<file path="src/hw/bridge_status_defines.svh">
`ifndef BRIDGE_STATUS_DEFINES_SVH
`define BRIDGE_STATUS_DEFINES_SVH

// Configuration offsets (byte addresses)
`define OFF_BUS_STATUS 8'h06
`define OFF_REVISION 8'h08
`define OFF_PROG_IF 8'h09
`define OFF_SUBCLASS 8'h0A
`define OFF_CLASS 8'h0B

// Status bit positions
`define BIT_DETECTED_PARITY 15
`define BIT_SYSTEM_ERROR 14
`define BIT_MASTER_ABORT 13
`define BIT_RECEIVED_TABORT 12
`define BIT_SIGNALED_TABORT 11
`define BIT_INITIATOR_PARITY 8
`define BIT_BACK_TO_BACK 7
`define BIT_USER_FEATURE 6
`define BIT_DOUBLE_SPEED 5

// Fixed values
`define STATUS_RESET 16'h0280
`define SELECT_TIMING_MEDIUM 2'h1
`define PROG_IF_VALUE 8'h00
`define SUBCLASS_VALUE 8'h01
`define CLASS_VALUE 8'h06
`define REVISION_DEFAULT 8'h00

// Command register bit positions
`define CMD_PARITY_RESPONSE 6
`define CMD_SYSTEM_ERROR 8

`endif

</file>
<file path="src/hw/bridge_status_pkg.sv">
package bridge_status_pkg;

   // Error events, one-cycle pulses from the bus engine
   typedef struct packed {
      logic parity_seen;
      logic serr_driven;
      logic master_abort;
      logic target_abort_rx;
      logic target_abort_tx;
      logic initiator;
      logic read_cycle;
      logic perr_driven;
      logic perr_observed;
   } error_events_t;

   // Configuration access from the host bridge
   typedef struct packed {
      logic rd;
      logic wr;
      logic [7:0] addr;
      logic [3:0] byte_en;
      logic [31:0] wdata;
   } cfg_access_t;

endpackage

</file>
<file path="src/hw/bridge_status_regs.sv">
// Summary of operation
// RULE_01: Detected parity flag bit 15 sets on any parity error, enable ignored.
// RULE_02: Error flags clear only by writing one; hardware sets them.
// RULE_03: System error flag bit 14 sets when enabled and system error driven.
// RULE_04: Master abort flag bit 13 sets on master abort of own cycles.
// RULE_05: Received target abort flag bit 12 sets when target aborts own cycles.
// RULE_06: Signaled target abort bit 11 sets when device target-aborts claimed cycle.
// RULE_07: Select timing field reads fixed medium encoding 01.
// RULE_08: Bit 8 sets when initiator, response enabled, parity error asserted or observed.
// RULE_09: Bit 7 reads one: back-to-back capable as target.
// RULE_10: Bits 6 and 5 read zero.
// RULE_11: Status register reads 0280h after reset.
// RULE_12: Revision byte is read-only, fixed by parameter.
// RULE_13: Programming interface byte at 09h reads 00h.
// RULE_14: Sub-class byte at 0Ah reads 01h.
// RULE_15: Base class byte at 0Bh reads 06h.
// RULE_16: Parity response enable gates normal parity error action.
// RULE_17: System error enable gates system error generation.
// RULE_18: Zero writes and read-only writes change nothing; reserved bits read zero.
`timescale 1ns/1ps
`default_nettype none
`include "bridge_status_defines.svh"

module bridge_status_regs
   import bridge_status_pkg::*;
#(
   parameter logic [7:0] REVISION = `REVISION_DEFAULT
) (
   input wire logic clk,
   input wire logic rst_b,
   input wire cfg_access_t cfg,
   input wire logic [15:0] command_reg,
   input wire error_events_t events,
   output logic [31:0] cfg_rdata,
   output logic cfg_ack,
   output logic serr_out
);

   // ==========================================================
   // Enables and event qualification
   // ==========================================================
   logic parity_response_enable;
   logic system_error_enable;
   logic [4:0] set_vec;
   logic [4:0] clear_vec;
   logic [4:0] flag_vec;
   logic [15:0] bus_status_reg;
   logic status_word_hit;
   logic [15:0] wr_high;

   assign parity_response_enable = command_reg[`CMD_PARITY_RESPONSE]; // RULE_16
   assign system_error_enable = command_reg[`CMD_SYSTEM_ERROR]; // RULE_17

   // Index order: 0 initiator parity, 1 sig tabort, 2 rx tabort, 3 mabort, 4 serr
   // Parity flag kept separate below, as it ignores any enable
   logic detected_parity_flag;
   logic system_error_signaled;
   logic master_abort_flag;
   logic received_target_abort_flag;
   logic signaled_target_abort;
   logic initiator_parity_flag;

   assign set_vec[0] = events.initiator && parity_response_enable &&
      ((events.read_cycle && events.perr_driven) ||
       (!events.read_cycle && events.perr_observed)); // RULE_08
   assign set_vec[1] = events.target_abort_tx; // RULE_06
   assign set_vec[2] = events.target_abort_rx; // RULE_05
   assign set_vec[3] = events.master_abort; // RULE_04
   assign set_vec[4] = events.serr_driven && system_error_enable; // RULE_03

   // ==========================================================
   // Write-one-to-clear decode
   // ==========================================================
   function automatic logic [15:0] status_write(input cfg_access_t a);
      logic [15:0] w;
      w = 16'h0000;
      if (a.wr && a.addr[7:2] == 6'(`OFF_BUS_STATUS >> 2)) begin
         if (a.byte_en[2]) begin
            w[7:0] = a.wdata[23:16];
         end
         if (a.byte_en[3]) begin
            w[15:8] = a.wdata[31:24];
         end
      end
      return w;
   endfunction

   assign wr_high = status_write(cfg); // RULE_18
   assign clear_vec[0] = wr_high[`BIT_INITIATOR_PARITY]; // RULE_02
   assign clear_vec[1] = wr_high[`BIT_SIGNALED_TABORT];
   assign clear_vec[2] = wr_high[`BIT_RECEIVED_TABORT];
   assign clear_vec[3] = wr_high[`BIT_MASTER_ABORT];
   assign clear_vec[4] = wr_high[`BIT_SYSTEM_ERROR];

   // ==========================================================
   // Sticky flags
   // ==========================================================
   genvar i;
   generate
      for (i = 0; i < 5; i++) begin : g_flag
         status_flag u_flag (
            .clk(clk),
            .rst_b(rst_b),
            .set(set_vec[i]),
            .clear(clear_vec[i]),
            .flag(flag_vec[i])
         ); // RULE_02
      end
   endgenerate

   status_flag u_parity (
      .clk(clk),
      .rst_b(rst_b),
      .set(events.parity_seen),
      .clear(wr_high[`BIT_DETECTED_PARITY]),
      .flag(detected_parity_flag)
   ); // RULE_01

   assign initiator_parity_flag = flag_vec[0];
   assign signaled_target_abort = flag_vec[1];
   assign received_target_abort_flag = flag_vec[2];
   assign master_abort_flag = flag_vec[3];
   assign system_error_signaled = flag_vec[4];

   // ==========================================================
   // Status word assembly
   // ==========================================================
   always_comb begin
      bus_status_reg = `STATUS_RESET; // RULE_11
      bus_status_reg[`BIT_DETECTED_PARITY] = detected_parity_flag;
      bus_status_reg[`BIT_SYSTEM_ERROR] = system_error_signaled;
      bus_status_reg[`BIT_MASTER_ABORT] = master_abort_flag;
      bus_status_reg[`BIT_RECEIVED_TABORT] = received_target_abort_flag;
      bus_status_reg[`BIT_SIGNALED_TABORT] = signaled_target_abort;
      bus_status_reg[10:9] = `SELECT_TIMING_MEDIUM; // RULE_07
      bus_status_reg[`BIT_INITIATOR_PARITY] = initiator_parity_flag;
      bus_status_reg[`BIT_BACK_TO_BACK] = 1'b1; // RULE_09
      bus_status_reg[`BIT_USER_FEATURE] = 1'b0; // RULE_10
      bus_status_reg[`BIT_DOUBLE_SPEED] = 1'b0; // RULE_10
      bus_status_reg[4:0] = 5'h00; // RULE_18
   end

   // ==========================================================
   // Read path
   // ==========================================================
   assign status_word_hit = cfg.addr[7:2] == 6'(`OFF_BUS_STATUS >> 2);

   always_ff @(posedge clk) begin
      if (!rst_b) begin
         cfg_rdata <= 32'h00000000;
      end else if (cfg.rd) begin
         if (status_word_hit) begin
            cfg_rdata <= {bus_status_reg, 16'h0000};
         end else if (cfg.addr[7:2] == 6'(`OFF_REVISION >> 2)) begin
            cfg_rdata <= {`CLASS_VALUE, `SUBCLASS_VALUE, `PROG_IF_VALUE,
               REVISION}; // RULE_12 RULE_13 RULE_14 RULE_15
         end else begin
            cfg_rdata <= 32'h00000000;
         end
      end
   end

   always_ff @(posedge clk) begin
      if (!rst_b) begin
         cfg_ack <= 1'b0;
      end else begin
         cfg_ack <= cfg.rd || cfg.wr;
      end
   end

   // System error output only when enabled
   always_ff @(posedge clk) begin
      if (!rst_b) begin
         serr_out <= 1'b0;
      end else begin
         serr_out <= events.serr_driven && system_error_enable; // RULE_17
      end
   end

endmodule // bridge_status_regs

`default_nettype wire

</file>
<file path="src/hw/status_flag.sv">
`timescale 1ns/1ps
`default_nettype none

module status_flag (
   input wire logic clk,
   input wire logic rst_b,
   input wire logic set,
   input wire logic clear,
   output logic flag
);

   always_ff @(posedge clk) begin
      if (!rst_b) begin
         flag <= 1'b0;
      end else if (set) begin
         flag <= 1'b1;
      end else if (clear) begin
         flag <= 1'b0;
      end
   end

endmodule // status_flag

`default_nettype wire

</file>
<file path="config.mk">
export PLATFORM = sky130hd
export DESIGN_NAME = bridge_status_regs
export DESIGN_NICKNAME = d
export VERILOG_FILES = /design/src/hw/bridge_status_pkg.sv /design/src/hw/bridge_status_regs.sv /design/src/hw/status_flag.sv
export VERILOG_INCLUDE_DIRS = /design/src /design/src/hw
export SDC_FILE = /design/constraint.sdc
export NUM_CORES = 1
export LEC_CHECK = 0
export ABC_AREA = 1
export BUFFER_PORTS_ARGS = -buffer_cell sky130_fd_sc_hd__buf_4
export CORE_ASPECT_RATIO = 1.75
export CORE_MARGIN = 2
export CORE_UTILIZATION = 36
export CTS_CLUSTER_DIAMETER = 80
export DETAILED_ROUTE_END_ITERATION = 6
export PLACE_DENSITY = 0.84
export SLEW_MARGIN = 5
export SYNTH_ARGS = -nofsm -noshare
export SYNTH_HDL_FRONTEND = slang
export SYNTH_HIERARCHICAL = 1
export SYNTH_SLANG_ARGS = --single-unit
</file>
<file path="constraint.sdc">
create_clock -name clk -period 2.14 [get_ports clk]
set_clock_uncertainty 0.05 [all_clocks]
set_input_delay 0.214 -clock clk [delete_from_list [all_inputs] [get_ports clk]]
set_output_delay 0.214 -clock clk [all_outputs]
set_load 0.005 [all_outputs]
</file>
==> run_results.csv <==
group,metric,value,unit
status,outcome,"completed",
min_path,min_path_type,"input port to register",
critical_path,cp.required,2.23,ns
global_route,first_global_vias,633,
critical_path,timing.rr.end,"cfg_rdata[25]",
timing,tns,0,ns
timing,finalCritPeriodShare,48.31,%
yosys,synthAdderAreaFrac,0,%
cts,clkTransAtPathRegs,0.06,ns
place,pre_cts_ws,0.8267,ns
yosys,synth_area_per_cell,7.308,um2
yosys,synth.distinct_cells,17,
cts,clk_latency,0.24,ns
yosys,yosys_warnings,6,
critical_path,rr_worst_depth,4,
yosys,synth_top_family_by_area,"buffers and inverters",
place,place_hpwl,1.355,mm
critical_path,r2r_start,"cfg_rdata[25]",
cts,cts.repair.resized,0,
detailed_routing,drc,0,
critical_path,cp_max_fo,8,
final_layout,multi_input_area,397.9,um2
timing,finalSetupViolCount,0,
floorplanning,dieArea,0.003126,mm2
cts,htreeDepth,1,
detailed_routing,totalWireLength,1.563,mm
floorplanning,start_util,38.24,%
floorplanning,fp.coreArea,0.002522,mm2
place,gp_congestion,0.7538,
yosys,yosysSeqAreaShare,35.28,%
yosys,ys_seq_elements,17,
critical_path,worst_setup_path_start_kind,"input port",
timing,fin_crit,1.034,ns
cts,ctsHoldBuffers,0,
detailed_routing,num_vias,792,
global_route,overflow,0,
final_layout,layout_commonest_cell,"buf_4",
final_layout,num-fill-cells,286,
cts,cts.sinks,17,
final_layout,regArea,340.3,um2
timing,timing.hold.ws,0.1552,ns
yosys,synth_xor_area_share,0,%
timing,setup_ws,1.106,ns
final_layout,final_util,48.61,%
final_layout,nNetsFinal,245,
power_and_ir_drop,ir_drop,0.3072,mV
detailed_routing,drtPass1Iterations,3,
final_layout,layout_common_cells,"buf_4 (39), inv_1 (29), conb_1 (22)",
floorplanning,fp.dieW,43.13,um
power_and_ir_drop,p_leak,0.6507,nW
critical_path,cp-endpoint,"g_flag[2].u_flag/flag",
timing,rsz0062_at_grt,"no",
global_route,grt_max_degree,12,
place,io_buffers,39,
floorplanning,io_pins,107,
critical_path,crit_path_end_kind,"register",
job,cap_violations,0,
cts,numCtsBuffers,3,
yosys,synth_compound_area_share,11.41,%
critical_path,reg2reg_slack,1.41,ns
floorplanning,num_rows,24,
global_route,use_met2,18.24,%
detailed_routing,ant_nets,0,
detailed_routing,avgViaCountPerCell,4.020,
global_route,grt_use_total,10.42,%
global_route,top_usage_layer,"met2",
power_and_ir_drop,p_total,0.6486,mW
cts,cts_max_path_buffers,2,
critical_path,critical_path_class,"input port to register",
global_route,antenna_found_initial,0,
timing,fmax,0.9673,GHz
global_route,grt_first_pass_wirelength,2.504,mm
yosys,synthMuxAreaShare,0,%
global_route,gr-usage-met1,10.48,%
detailed_routing,drtIter0Drc,1,
cts,clock-root-buffer,"clkbuf_8",
final_layout,drive_above_1_share,32.16,%
final_layout,antenna_cells,0,
timing,maxSlewViolCount,0,
yosys,syn_inst,132,
detailed_routing,wl_per_cell,7.934,um
global_route,grt_util_met3,2.488,%
cts,cts_tree,"built",
final_layout,areaGrowthSynthToFinish,27.11,%
cts,cts_setup_buffers,0,
yosys,syn-cell-area,964.7,um2
critical_path,crit_arrival,1.12,ns
yosys,synth-simple-area-share,21.27,%
power_and_ir_drop,power_density,528.9,mW/mm2
critical_path,cp-startpoint,"cfg[41]",
floorplanning,fp.dieH,72.48,um
timing,hold_viol,0,
## where the power goes
| part | leakage [nW] | switching (mW) | total, mW | internal, mW |
|---|---|---|---|---|
| Combinational | 0.489 | 0.0463 | 0.0937 | 0.0473 |
| Sequential | 0.139 | 0.00479 | 0.332 | 0.327 |
| Clock | 0.0228 | 0.0917 | 0.223 | 0.131 |
| Total | 0.651 | 0.143 | 0.649 | 0.506 |
## stage by stage
stage,cell area [um2],instances
after floorplan,1044,153
after global placement,1181,193
after detailed placement,1181,193
after CTS,1226,197
after global routing,1226,197
final,1226,197
## metal layers
layer  up-vias  part of all wire [%]
met5         -                     0
met1       322                    34
li1        421                     -
met3         2                    12
met2        47                    53
met4         0                   1.7
## state kept, by name, summed over array words and instances, names as in the netlist
signal              cells
serr_out                1
g_flag.u_flag/flag      5
cfg_rdata               9
u_parity/flag           1
cfg_ack                 1
## cell usage after synthesis
| cell | number | area [um2] |
|---|---|---|
| conb_1 | 1 | 3.750 |
| clkbuf_1 | 1 | 3.750 |
| dfxtp_1 | 17 | 340.3 |
| nor2_1 | 14 | 52.55 |
| a21oi_1 | 10 | 50.05 |
| nand3_4 | 1 | 17.52 |
| buf_4 | 23 | 172.7 |
| nand3_1 | 6 | 30.03 |
| nor2_8 | 1 | 20.02 |
| o211ai_1 | 1 | 7.510 |
| nand2_1 | 16 | 60.06 |
| nand2_2 | 2 | 12.51 |
| inv_1 | 29 | 108.9 |
| a21oi_2 | 6 | 52.55 |
| nor2_2 | 2 | 12.51 |
| inv_6 | 1 | 8.760 |
| buf_6 | 1 | 11.26 |
## worst max-delay path: stages
cell and delay, ns:
buf_4 0.10, nor2_1 0.12, nand2_2 0.12, nor2_8 0.17
nand3_4 0.13, nor2_1 0.11, inv_1 0.04, nand2_1 0.06
a21oi_2 0.05
## final cells by class
class | instances | share of cell area [%]
flip-flops and latches | 17 | 27.75
repair buffers | 39 | 23.88
well taps | 26 | 2.653
clock buffers | 4 | 3.673
multi-input cells | 81 | 32.45
inverters | 30 | 9.592
## worst min path at each step
stage	start	to	slack (ns)	cells past startpoint
final	command_reg[8]	serr_out	0.16	3
after detailed placement	cfg_rdata[24]	cfg_rdata[24]	0.41	2
after floorplan	cfg[44]	cfg_ack	0.28	2
after CTS	command_reg[8]	serr_out	0.16	3
after global routing	command_reg[8]	serr_out	0.16	3
after global placement	cfg[44]	cfg_ack	0.40	3
## logic make-up after synthesis
kind of cell,Yosys count
compound gates,17
buf+inv,55
flops,17
other cells,1
simple gates,42
No activity file was read; power rests on OpenSTA's default activity.
